`src/pkg/asgio_pkg.sv`:
```
/*
  Constants and carrier types for the per-axis general I/O block:
  register offsets, field positions, reset values and motion status.
  Assumes a 32-bit APB slave with byte addresses on an 8-bit paddr.
*/
`default_nettype none
package asgio_pkg;

  // Register byte offsets
  localparam logic [7:0] ADDR_OUT_DATA = 8'h00;
  localparam logic [7:0] ADDR_MODE     = 8'h04;
  localparam logic [7:0] ADDR_X_STATUS = 8'h08;
  localparam logic [7:0] ADDR_Y_STATUS = 8'h0C;
  localparam logic [7:0] ADDR_X_CMP_P  = 8'h10;
  localparam logic [7:0] ADDR_X_CMP_N  = 8'h14;
  localparam logic [7:0] ADDR_Y_CMP_P  = 8'h18;
  localparam logic [7:0] ADDR_Y_CMP_N  = 8'h1C;

  // Mode register fields, one nibble per axis
  localparam int unsigned MODE_STATUS_OUT = 0;
  localparam int unsigned MODE_INPOS_EN   = 1;
  localparam int unsigned MODE_INPOS_HIGH = 2;
  localparam int unsigned MODE_CMP_REAL   = 3;
  localparam int unsigned MODE_X_BASE     = 0;
  localparam int unsigned MODE_Y_BASE     = 8;
  localparam int unsigned MODE_INTERP_X   = 16;
  localparam int unsigned MODE_INTERP_Y   = 17;

  // Output data byte lanes and input status field
  localparam int unsigned OUT_X_LSB = 0;
  localparam int unsigned OUT_Y_LSB = 8;
  localparam int unsigned GPI_LSB   = 8;
  localparam int unsigned GPI_W     = 6;
  localparam int unsigned INTERP_BIT = 5;

  // Status output bit positions within a byte
  localparam int unsigned SO_DECEL  = 7;
  localparam int unsigned SO_CONST  = 6;
  localparam int unsigned SO_ACCEL  = 5;
  localparam int unsigned SO_DRIVE  = 4;
  localparam int unsigned SO_CMP_N  = 3;
  localparam int unsigned SO_CMP_P  = 2;
  localparam int unsigned SO_JERK_D = 1;
  localparam int unsigned SO_JERK_A = 0;

  // Reset values
  localparam logic [15:0] OUT_DATA_RST = 16'h0000;
  localparam logic [31:0] MODE_RST     = 32'h0000_0000;
  localparam logic [31:0] CMP_P_RST    = 32'h7FFF_FFFF;
  localparam logic [31:0] CMP_N_RST    = 32'h8000_0000;

  localparam int unsigned POS_W = 32;

  typedef struct packed {
    logic              drive_busy;
    logic              pulse_active;
    logic              accel;
    logic              const_speed;
    logic              decel;
    logic              jerk_inc;
    logic              jerk_dec;
    logic [POS_W-1:0]  logic_pos;
    logic [POS_W-1:0]  real_pos;
  } asgio_motion_t;

  typedef struct packed {
    logic status_out;
    logic inpos_en;
    logic inpos_high;
    logic cmp_real;
  } asgio_cfg_t;

endpackage
`default_nettype wire

```
`src/rtl/asgio_axis.sv`:
```
/*
  One axis of general outputs: register byte or motion status byte.
  Assumes motion status and config on pclk; in-position level synced.
*/
`timescale 1ns/100ps
`default_nettype none
module asgio_axis #(
  parameter int unsigned POS_W = asgio_pkg::POS_W
) (
  // Clock and reset
  input  wire logic                  pclk,
  input  wire logic                  presetn,
  // Control
  input  wire asgio_pkg::asgio_cfg_t cfg,
  input  wire logic [7:0]            out_data,
  input  wire logic [POS_W-1:0]      cmp_pos,
  input  wire logic [POS_W-1:0]      cmp_neg,
  // Motion side
  input  wire asgio_pkg::asgio_motion_t motion,
  input  wire logic                  inpos_active,
  // Pins
  output var  logic [7:0]            gen_out
);

  if (POS_W < 2 || POS_W > asgio_pkg::POS_W) begin : g_bad_width
    $error("asgio_axis: POS_W out of range");
  end

  logic             drive_hold;
  logic             cmp_n_state;
  logic             cmp_p_state;
  logic             next_drive;
  logic             next_cmp_n;
  logic             next_cmp_p;
  logic [POS_W-1:0] sel_pos;
  logic [7:0]       status_byte;

  assign sel_pos = cfg.cmp_real ? motion.real_pos[POS_W-1:0]
                                : motion.logic_pos[POS_W-1:0];

  always_comb begin
    // With in-position enabled, drive stays up after pulses until in-position arrives
    next_drive = motion.pulse_active |
                 (drive_hold & cfg.inpos_en & ~inpos_active);
    // Equal value keeps the last answer, avoiding chatter at the bound
    if ($signed(sel_pos) < $signed(cmp_neg)) begin
      next_cmp_n = 1'b1;
    end else if ($signed(sel_pos) > $signed(cmp_neg)) begin
      next_cmp_n = 1'b0;
    end else begin
      next_cmp_n = cmp_n_state;
    end
    if ($signed(sel_pos) > $signed(cmp_pos)) begin
      next_cmp_p = 1'b1;
    end else if ($signed(sel_pos) < $signed(cmp_pos)) begin
      next_cmp_p = 1'b0;
    end else begin
      next_cmp_p = cmp_p_state;
    end
    status_byte = '0;
    status_byte[asgio_pkg::SO_DECEL]  = motion.drive_busy & motion.decel;
    status_byte[asgio_pkg::SO_CONST]  =
      motion.drive_busy & motion.const_speed;
    status_byte[asgio_pkg::SO_ACCEL]  = motion.drive_busy & motion.accel;
    status_byte[asgio_pkg::SO_DRIVE]  = next_drive;
    status_byte[asgio_pkg::SO_CMP_N]  = next_cmp_n;
    status_byte[asgio_pkg::SO_CMP_P]  = next_cmp_p;
    status_byte[asgio_pkg::SO_JERK_D] =
      motion.drive_busy & motion.jerk_dec;
    status_byte[asgio_pkg::SO_JERK_A] =
      motion.drive_busy & motion.jerk_inc;
  end

  always_ff @(posedge pclk or negedge presetn) begin
    if (!presetn) begin
      drive_hold  <= 1'b0;
      cmp_n_state <= 1'b0;
      cmp_p_state <= 1'b0;
    end else begin
      drive_hold  <= next_drive;
      cmp_n_state <= next_cmp_n;
      cmp_p_state <= next_cmp_p;
    end
  end

  always_ff @(posedge pclk or negedge presetn) begin
    if (!presetn) begin
      gen_out <= 8'h00;
    end else if (cfg.status_out) begin
      gen_out <= status_byte;
    end else begin
      gen_out <= out_data;
    end
  end

endmodule
`default_nettype wire

```
`src/rtl/asgio_top.sv`:
```
/*
  Per-axis general I/O of a two-axis pulse-train motion controller:
  APB register slave, input synchronisers, two axis output units and
  the external interpolation pulse edge detector.
  Assumes motion status on pclk; general inputs arrive from pins.
*/
// Summary of operation
// - Outputs follow output-data byte when status mode off; low at reset
// - Descend output high while drive executing and decelerating
// - Constant-speed output high while drive executing at constant speed
// - Ascend output high while drive executing and accelerating
// - Drive-active output high while drive pulses are emitted
// - With in-position enabled, drive-active holds until in-position active
// - Negative-compare high below negative value, low above it
// - Positive-compare high above positive value, low below it
// - Jerk-descend high while S-curve rate decreases
// - Jerk-ascend high while S-curve rate increases
// - Six general inputs shown in bits 13 to 8 of status registers
// - Each falling interpolation pulse edge steps each enabled axis once
`timescale 1ns/100ps
`default_nettype none
module asgio_top (
  // Clock and reset
  input  wire logic                     pclk,
  input  wire logic                     presetn,
  // APB slave
  input  wire logic                     psel,
  input  wire logic                     penable,
  input  wire logic                     pwrite,
  input  wire logic [7:0]               paddr,
  input  wire logic [31:0]              pwdata,
  output var  logic [31:0]              prdata,
  output var  logic                     pready,
  output var  logic                     pslverr,
  // Motion core status
  input  wire asgio_pkg::asgio_motion_t motion_x,
  input  wire asgio_pkg::asgio_motion_t motion_y,
  // General input pins
  input  wire logic [5:0]               gen_in_x,
  input  wire logic [5:0]               gen_in_y,
  input  wire logic                     servo_in_position_x,
  input  wire logic                     servo_in_position_y,
  // General output pins
  output var  logic [7:0]               gen_out_x,
  output var  logic [7:0]               gen_out_y,
  // Interpolation step pulses
  output var  logic                     interp_step_x,
  output var  logic                     interp_step_y
);

  logic [15:0] output_data_reg;
  logic [31:0] mode_reg;
  logic [31:0] x_cmp_pos;
  logic [31:0] x_cmp_neg;
  logic [31:0] y_cmp_pos;
  logic [31:0] y_cmp_neg;
  logic [5:0]  gpi_x_meta;
  logic [5:0]  gpi_x_sync;
  logic [5:0]  gpi_y_meta;
  logic [5:0]  gpi_y_sync;
  logic [1:0]  inpos_meta;
  logic [1:0]  inpos_sync;
  logic        interp_prev;
  logic        interp_fall;
  logic        wr_en;
  logic        inpos_act_x;
  logic        inpos_act_y;
  logic [31:0] next_rdata;
  logic [31:0] x_input_status_reg;
  logic [31:0] y_input_status_reg;
  asgio_pkg::asgio_cfg_t cfg_x;
  asgio_pkg::asgio_cfg_t cfg_y;

  function automatic logic is_mapped(input logic [7:0] a);
    case (a)
      asgio_pkg::ADDR_OUT_DATA,
      asgio_pkg::ADDR_MODE,
      asgio_pkg::ADDR_X_STATUS,
      asgio_pkg::ADDR_Y_STATUS,
      asgio_pkg::ADDR_X_CMP_P,
      asgio_pkg::ADDR_X_CMP_N,
      asgio_pkg::ADDR_Y_CMP_P,
      asgio_pkg::ADDR_Y_CMP_N: is_mapped = 1'b1;
      default:                 is_mapped = 1'b0;
    endcase
  endfunction

  function automatic asgio_pkg::asgio_cfg_t mode_cfg(
    input logic [31:0] m,
    input int unsigned base
  );
    asgio_pkg::asgio_cfg_t c;
    c.status_out = m[base + asgio_pkg::MODE_STATUS_OUT];
    c.inpos_en   = m[base + asgio_pkg::MODE_INPOS_EN];
    c.inpos_high = m[base + asgio_pkg::MODE_INPOS_HIGH];
    c.cmp_real   = m[base + asgio_pkg::MODE_CMP_REAL];
    return c;
  endfunction

  assign cfg_x = mode_cfg(mode_reg, asgio_pkg::MODE_X_BASE);
  assign cfg_y = mode_cfg(mode_reg, asgio_pkg::MODE_Y_BASE);

  // Pin inputs pass two flops before any use
  always_ff @(posedge pclk or negedge presetn) begin
    if (!presetn) begin
      gpi_x_meta <= 6'h00;
      gpi_x_sync <= 6'h00;
      gpi_y_meta <= 6'h00;
      gpi_y_sync <= 6'h00;
      inpos_meta <= 2'h0;
      inpos_sync <= 2'h0;
    end else begin
      gpi_x_meta <= gen_in_x;
      gpi_x_sync <= gpi_x_meta;
      gpi_y_meta <= gen_in_y;
      gpi_y_sync <= gpi_y_meta;
      inpos_meta <= {servo_in_position_y, servo_in_position_x};
      inpos_sync <= inpos_meta;
    end
  end

  // Active level of the in-position pin is software-selected
  assign inpos_act_x = inpos_sync[0] ~^ cfg_x.inpos_high;
  assign inpos_act_y = inpos_sync[1] ~^ cfg_y.inpos_high;

  assign x_input_status_reg = {18'h0_0000, gpi_x_sync, 8'h00};
  assign y_input_status_reg = {18'h0_0000, gpi_y_sync, 8'h00};

  // Interpolation pulse shares the X general input 5 pin
  assign interp_fall = interp_prev & ~gpi_x_sync[asgio_pkg::INTERP_BIT];

  always_ff @(posedge pclk or negedge presetn) begin
    if (!presetn) begin
      interp_prev   <= 1'b0; // Same as synced reset level, no false fall
      interp_step_x <= 1'b0;
      interp_step_y <= 1'b0;
    end else begin
      interp_prev   <= gpi_x_sync[asgio_pkg::INTERP_BIT];
      interp_step_x <= interp_fall & mode_reg[asgio_pkg::MODE_INTERP_X];
      interp_step_y <= interp_fall & mode_reg[asgio_pkg::MODE_INTERP_Y];
    end
  end

  // APB: one access cycle, answer registered from the setup cycle
  always_ff @(posedge pclk or negedge presetn) begin
    if (!presetn) begin
      pready  <= 1'b0;
      pslverr <= 1'b0;
      prdata  <= 32'h0000_0000;
    end else if (psel && !penable) begin
      pready  <= 1'b1;
      pslverr <= ~is_mapped(paddr);
      prdata  <= pwrite ? 32'h0000_0000 : next_rdata;
    end else begin
      pready  <= 1'b0;
      pslverr <= 1'b0;
      prdata  <= 32'h0000_0000;
    end
  end

  always_comb begin
    case (paddr)
      asgio_pkg::ADDR_OUT_DATA: next_rdata = {16'h0000, output_data_reg};
      asgio_pkg::ADDR_MODE:     next_rdata = mode_reg;
      asgio_pkg::ADDR_X_STATUS: next_rdata = x_input_status_reg;
      asgio_pkg::ADDR_Y_STATUS: next_rdata = y_input_status_reg;
      asgio_pkg::ADDR_X_CMP_P:  next_rdata = x_cmp_pos;
      asgio_pkg::ADDR_X_CMP_N:  next_rdata = x_cmp_neg;
      asgio_pkg::ADDR_Y_CMP_P:  next_rdata = y_cmp_pos;
      asgio_pkg::ADDR_Y_CMP_N:  next_rdata = y_cmp_neg;
      default:                  next_rdata = 32'h0000_0000;
    endcase
  end

  assign wr_en = psel & penable & pready & pwrite & ~pslverr;

  always_ff @(posedge pclk or negedge presetn) begin
    if (!presetn) begin
      output_data_reg <= asgio_pkg::OUT_DATA_RST;
      mode_reg        <= asgio_pkg::MODE_RST;
      x_cmp_pos       <= asgio_pkg::CMP_P_RST;
      x_cmp_neg       <= asgio_pkg::CMP_N_RST;
      y_cmp_pos       <= asgio_pkg::CMP_P_RST;
      y_cmp_neg       <= asgio_pkg::CMP_N_RST;
    end else if (wr_en) begin
      case (paddr)
        asgio_pkg::ADDR_OUT_DATA: output_data_reg <= pwdata[15:0];
        asgio_pkg::ADDR_MODE:     mode_reg        <= pwdata;
        asgio_pkg::ADDR_X_CMP_P:  x_cmp_pos       <= pwdata;
        asgio_pkg::ADDR_X_CMP_N:  x_cmp_neg       <= pwdata;
        asgio_pkg::ADDR_Y_CMP_P:  y_cmp_pos       <= pwdata;
        asgio_pkg::ADDR_Y_CMP_N:  y_cmp_neg       <= pwdata;
        default: ;
      endcase
    end
  end

  asgio_axis #(
    .POS_W(asgio_pkg::POS_W)
  ) u_axis_x (
    .pclk         (pclk),
    .presetn      (presetn),
    .cfg          (cfg_x),
    .out_data     (output_data_reg[asgio_pkg::OUT_X_LSB +: 8]),
    .cmp_pos      (x_cmp_pos),
    .cmp_neg      (x_cmp_neg),
    .motion       (motion_x),
    .inpos_active (inpos_act_x),
    .gen_out      (gen_out_x)
  );

  asgio_axis #(
    .POS_W(asgio_pkg::POS_W)
  ) u_axis_y (
    .pclk         (pclk),
    .presetn      (presetn),
    .cfg          (cfg_y),
    .out_data     (output_data_reg[asgio_pkg::OUT_Y_LSB +: 8]),
    .cmp_pos      (y_cmp_pos),
    .cmp_neg      (y_cmp_neg),
    .motion       (motion_y),
    .inpos_active (inpos_act_y),
    .gen_out      (gen_out_y)
  );
endmodule
`default_nettype wire

```
`config.mk`:
```
export PLATFORM = sky130hd
export DESIGN_NAME = asgio_top
export DESIGN_NICKNAME = d
export VERILOG_FILES = /design/src/pkg/asgio_pkg.sv /design/src/rtl/asgio_axis.sv /design/src/rtl/asgio_top.sv
export SDC_FILE = /design/constraint.sdc
export NUM_CORES = 1
export LEC_CHECK = 0
export BUFFER_PORTS_ARGS = -buffer_cell sky130_fd_sc_hd__buf_2
export CAP_MARGIN = 20
export CORE_UTILIZATION = 57
export DETAILED_ROUTE_END_ITERATION = 8
export PLACE_DENSITY = 0.81
export SLEW_MARGIN = 20
export SYNTH_ARGS = -nofsm -noshare
export SYNTH_HDL_FRONTEND = slang
export SYNTH_SLANG_ARGS = --single-unit
```
`constraint.sdc`:
```
create_clock -name pclk -period 3.8 [get_ports pclk]
set_input_delay 0.57 -clock pclk [delete_from_list [all_inputs] [get_ports pclk]]
set_output_delay 0.57 -clock pclk [all_outputs]
set_load 0.005 [all_outputs]
```
Word level (Yosys, flattened, before mapping). Memories as Yosys holds them, arrays and structs flattened. Cells that the tools add are included.

Order comparisons: 8. Eq/ne operators: 7. Multiplexer cells: 19. Bitwise gates (word level): 30. Reductions and logical operators: 10.

Operator list (count): $pmux W32 S8 (1); $gt A32 B32 Y1 (4); $lt A32 B32 Y1 (4); $mux W32 (4); $eq A8 B5 Y1 const B (4); $and A1 B1 Y1 (21); $eq A8 B4 Y1 const B (2); $mux W8 (2); $mux W1 (12); $reduce_and A2 Y1 (6); $eq A8 B3 Y1 const B (1); $logic_not A8 Y1 (1); $not A1 Y1 (5); $logic_not A3 Y1 (1); $or A1 B1 Y1 (2); $xnor A1 B1 Y1 (2); $logic_and A1 B1 Y1 (1); $logic_not A1 Y1 (1).

Flip-flop bits (word level): 263. Memory bits (read-only): 32. Input port bits: 201. Output and inout port bits: 52. Word-level logic and storage cells: 101. Memories: 1.

Memories: (no name shown) (words 32, bits a word 1, rd ports 1, clocked after memory_dff 0, write ports 0, RTL line asgio_top.sv:75) `case (a)`.

Depth between registers and ports, before layout.
Depth in word-level cells: 5. Gate-level depth with buffers: 10.

Hierarchy. A second synthesis with hierarchy kept.

Cells, all modules: 1269. Area, all modules: 15064.4 um^2.

Modules (own cells, without submodules): asgio_top (times used 1, cells an instance 663, area each 10138.5 um^2); asgio_axis at u_axis_x (times used 1, cells an instance 304, area each 2488.6 um^2); asgio_axis at u_axis_y (times used 1, cells an instance 302, area each 2437.3 um^2).

Worst setup path after synthesis. OpenSTA, ideal clock, no wires.

Kind: register to register. From: register mode_reg[3]. To: register u_axis_x.gen_out[2]. Setup time: 0.101 ns. Arrival: 2.922 ns. Required time: 3.699 ns. Setup slack: 0.777 ns. Stages on the path, launching flop included: 11. Buffers on the path: 2. Period minus slack after synthesis: 3.023 ns. Cell sequence: dfrtp_1 > clkbuf_1 > clkbuf_1 > mux2_2 > ha_1 > a41o_1 > a21oi_1 > o21ai_0 > a2111oi_0 > mux2i_1 > o32ai_1.

Longest elaborated chain between the ends: 5. Elaborated cells between the ends (all ways): 6. Classes of those cells: order compare (2); mux (4).

Ends and longest elaborated chain: start, declared (RTL line asgio_top.sv:52) `logic [31:0] mode_reg;`; start signal, assigned (RTL line asgio_top.sv:180) `mode_reg <= asgio_pkg::MODE_RST;`; start signal, assigned (RTL line asgio_top.sv:188) `asgio_pkg::ADDR_MODE: mode_reg <= pwdata;`; $mux W32 * (RTL line asgio_axis.sv:38) `assign sel_pos = cfg.cmp_real ? motion.real_pos[POS_W-1:0]`; $lt A32 B32 Y1 (RTL line asgio_axis.sv:55) `end else if ($signed(sel_pos) < $signed(cmp_pos)) begin`; $mux W1 (RTL line asgio_axis.sv:55); $mux W1 * (RTL line asgio_axis.sv:53) `if ($signed(sel_pos) > $signed(cmp_pos)) begin`; $mux W8 * (RTL line asgio_axis.sv:89) `end else if (cfg.status_out) begin`; end signal, assigned (RTL line asgio_axis.sv:90) `gen_out <= status_byte;`; end signal, assigned (RTL line asgio_axis.sv:92) `gen_out <= out_data;`; end, declared (RTL line asgio_axis.sv:22) `output var logic [7:0] gen_out`.

Mark *: on every way between the ends. The rest lies on a longest branch, timed or not. A chain may end at the register's enable or synchronous reset.

Worst setup path in the final report.
From: register mode_reg[3]. To: register u_axis_x.gen_out[3].

Longest elaborated chain between the ends: 5. Elaborated cells between the ends (all ways): 6. Classes of those cells: order compare (2); mux (4).

Ends and longest elaborated chain: $mux W32 * (RTL line asgio_axis.sv:38); $gt A32 B32 Y1 (RTL line asgio_axis.sv:48) `end else if ($signed(sel_pos) > $signed(cmp_neg)) begin`; $mux W1 (RTL line asgio_axis.sv:48); $mux W1 * (RTL line asgio_axis.sv:46) `if ($signed(sel_pos) < $signed(cmp_neg)) begin`; $mux W8 * (RTL line asgio_axis.sv:89).

Marks and branches as above.

==> flow_metrics.env <==
export IMPL_cts_max_path_buffers=3
export IMPL_cpMostUsedCell="nand4_1"
export IMPL_holdBufCountCts=0
export IMPL_antennaDiodeCount=0
export IMPL_initial_core_util_pct=58.68
export IMPL_crit_required_ns=4.28
export IMPL_dr_pass1_iters=6
export IMPL_ys_seq_elements=263
export IMPL_rr_endpoint="u_axis_x.gen_out[3]"
export IMPL_synth_edff_count=0
export IMPL_grt_setup_unrepaired="false"
export IMPL_floorplan_core_area_sq_um=24530
export IMPL_cts_buffers=28
export IMPL_yosys_warnings=0
export IMPL_leakagePower_nw=8.639
export IMPL_ir_drop_v=0.0003076
export IMPL_hold_viol_final=0
export IMPL_hp_class="in -> async"
export IMPL_min_period_ns=3.445
export IMPL_clock_latency_ns=0.55
export IMPL_pin_count=253
export IMPL_cp_end_kind="flop"
export IMPL_synthToLayoutAreaGrowth_pct=18.46
export IMPL_drc=0
export IMPL_status="complete, no violations"
export IMPL_sequentialPowerShare_pct=45.8
export IMPL_place_area_sq_um=16080
export IMPL_post_route_util_pct=69.51
export IMPL_nets=1927
export IMPL_rr_startpoint="mode_reg[3]"
export IMPL_totalWireLength_microns=42510
export IMPL_netSwitchingFraction_pct=23.20
export IMPL_slew_headroom_pct=45.49
export IMPL_fin_setup_tns_ns=0
export IMPL_finalSetupViolCount=0
export IMPL_crit_fanout=21
export IMPL_yosysSeqAreaShare_pct=46.27
export IMPL_cts_tree="done"
export IMPL_syn_num_nets=1678
export IMPL_drt_iter0_drc=1289
export IMPL_num_rows=57
export IMPL_critPathKind="reg -> reg"
export IMPL_crit_chain="buf_4 -> mux2_2 -> ha_1 -> nand4_1 -> nor4_1 -> nand4_1 -> and3_1 -> a21oi_1 -> o311a_1"
export IMPL_skew_ns=0.01212
export IMPL_die_x_microns=160.9
export IMPL_grt_pass1_wl_microns=65830
export IMPL_crit_path_max_incr_delay_ns=0.70
export IMPL_start_kind="flop"
export IMPL_postSynthAreaPerCell_sq_um=10.67
export IMPL_root_buffer="clkbuf_16"
export IMPL_cts_htree_levels=1
export IMPL_synthArstFlopShare_pct=100.0
export IMPL_cts_reportedPaths_clkPinSlew_ns=0.06
export IMPL_cts_resized=0
export IMPL_power_internal_w=0.004799
export IMPL_final_cell_area_sq_um=17050
export IMPL_cts_sinks=263
export IMPL_die_y_microns=160.9
export IMPL_gp_congestion=0.9240
export IMPL_design_die_area_sq_um=25900
export IMPL_r2r_slack_ns=0.36
export IMPL_cap_violations=0
export IMPL_dr_total_vias=11766
export IMPL_max_freq_mhz=290.3
export IMPL_arrival_ns=3.92
export IMPL_cts_setup_buffers=0
export IMPL_grt_remaining_overflow=0
export IMPL_ys_flop_type="dfrtp_1"
export IMPL_drive_gt1_share_pct=33.05
export IMPL_synthCells=1349
export IMPL_power_per_cell_area_nw_per_um2=366.4
export IMPL_met2_usage_pct=49.63
export IMPL_grt_busiest_layer="met2"
export IMPL_io_buffers=252
export IMPL_antenna_found_initial=0
export IMPL_via_per_inst=6.056
export IMPL_yosys_cell_types_count=56
export IMPL_grt_pass1_vias=11827
export IMPL_ant_nets=0
export IMPL_grt_max_degree=102
export IMPL_clkPwrFrac_pct=45.9
export IMPL_grt_use_met3_pct=8.135
export IMPL_grt_use_met1_pct=48.09
export IMPL_slowest_stage="dfrtp_1"
export IMPL_dp_hpwl_microns=31290
export IMPL_synth_area_sq_um=14400
export IMPL_worst_slew_pin_slew_ns=0.8177
export IMPL_netSwitchingPower_w=0.001450
export IMPL_wl_per_cell_microns=21.88
export IMPL_fin_crit_sh_pct=90.65
export IMPL_power_frac_comb_pct=8.3
export IMPL_slew_viol_final=0
export IMPL_worst_r2r_cell_count=9
export IMPL_gr_usage_all_layers_pct=33.32
==> worst max path at each step <==
stage | from | endpoint | slack, ns | cells after the start
finish | mode_reg[3] | u_axis_x.gen_out[3] | 0.36 | 9
global route | mode_reg[3] | u_axis_x.gen_out[3] | 0.09 | 9
CTS | mode_reg[3] | u_axis_x.gen_out[3] | 0.35 | 9
detailed placement | mode_reg[3] | u_axis_x.gen_out[3] | 0.39 | 9
global placement | mode_reg[3] | u_axis_x.gen_out[3] | 0.52 | 9
floorplan | mode_reg[3] | u_axis_x.gen_out[2] | 0.78 | 10
==> metrics by stage <==
stage	instances	setup slack, ns	power (W)	hold WS, ns
floorplan	1349	0.7772	0.003130	0.2744
detailed placement	1892	0.3929	0.003419	0.3356
finish	1943	0.3552	0.006249	0.02517
CTS	1943	0.3541	0.006260	0.09448
global placement	1892	0.5222	0.003406	0.3332
global route	1943	0.09129	0.006452	0.1088
==> power groups by stage <==
stage,registers (W),logic [W],clock network (W)
3_5_place_dp,0.00291,0.000507,0
2_1_floorplan,0.00291,0.000223,0
5_1_grt,0.00287,0.000568,0.00302
6_report,0.00286,0.000517,0.00287
3_3_place_gp,0.00291,0.000495,0
4_1_cts,0.00286,0.000513,0.00288
==> worst max-delay path, delay by kind of cell (launching register included) <==
family                     cells  cell delay (ns)
AOI/OAI and AO/OA              2             0.33
DFF                            1             0.70
and+or+nand+nor                4             1.10
buffers and inverters          1             0.42
adders and majority gates      1             0.39
muxes                          1             0.42
==> metal layers <==
layer / routed length, microns / share of wire (%)
met5: 0 / 0
met4: 1054 / 2.5
met3: 5011 / 12
met2: 18710 / 44
met1: 17740 / 42
==> cell usage in the layout (no fill, tap or decap), types with 9 or more instances in the layout <==
cell type	Yosys	routed
buf_2	15	251
dfrtp_1	199	199
inv_1	142	142
nand2_1	136	136
ha_1	128	128
o21ai_0	123	123
mux2_2	118	118
dfstp_2	64	64
a21oi_1	63	63
nor2_1	44	44
nand4_1	31	31
mux2_1	29	29
clkbuf_16	0	29
nand3_1	27	27
a22oi_1	27	27
buf_4	0	22
mux4_2	18	18
mux2i_1	14	14
nor3_1	10	10
a21o_1	9	9
a221oi_1	9	9
==> kinds of logic (layout without fill, tap and decap cells) <==
group | count (synthesis) | after routing | synth area share (%)
simple gates | 291 | 291 | 9.569
compound gates | 285 | 285 | 12.10
flops | 263 | 263 | 46.27
buf+inv | 201 | 471 | 5.528
mux | 179 | 179 | 15.29
fa+ha+maj | 128 | 128 | 11.12
xor+xnor | 2 | 2 | 0.1217
==> area by class of cell <==
type / instances / area [sq um]
clock buffer: 42 / 844.6
multi-input combinational: 885 / 6959
clock inverter: 9 / 133.9
sequential: 263 / 6661
timing repair buffer: 278 / 1516
inverter: 142 / 533.0
fill: 1782 / 7480
tap: 324 / 405.4
==> synth_stat cells (5+ instances only) <==
cell	instances	area [sq um]
inv_1	142	533.0
buf_2	15	75.07
mux2_2	118	1329
o211ai_1	6	45.04
mux4_2	18	405.4
nor2_1	44	165.2
nand4_1	31	193.9
clkbuf_1	38	142.6
dfstp_2	64	1682
nor4_1	6	37.54
mux2_1	29	326.6
a222oi_1	7	70.07
a21oi_1	63	315.3
nor2b_1	5	31.28
a221oi_1	9	78.83
nand2_1	136	510.5
o21ai_0	123	615.6
nor3_2	5	50.05
nand3_1	27	135.1
dfrtp_1	199	4980
a21o_1	9	67.56
a221o_1	6	60.06
and3_1	7	43.79
mux2i_1	14	140.1
ha_1	128	1602
nor3_1	10	50.05
o22ai_1	5	31.28
a22oi_1	27	202.7
Note: power is estimated with default switching activity, not from simulation.
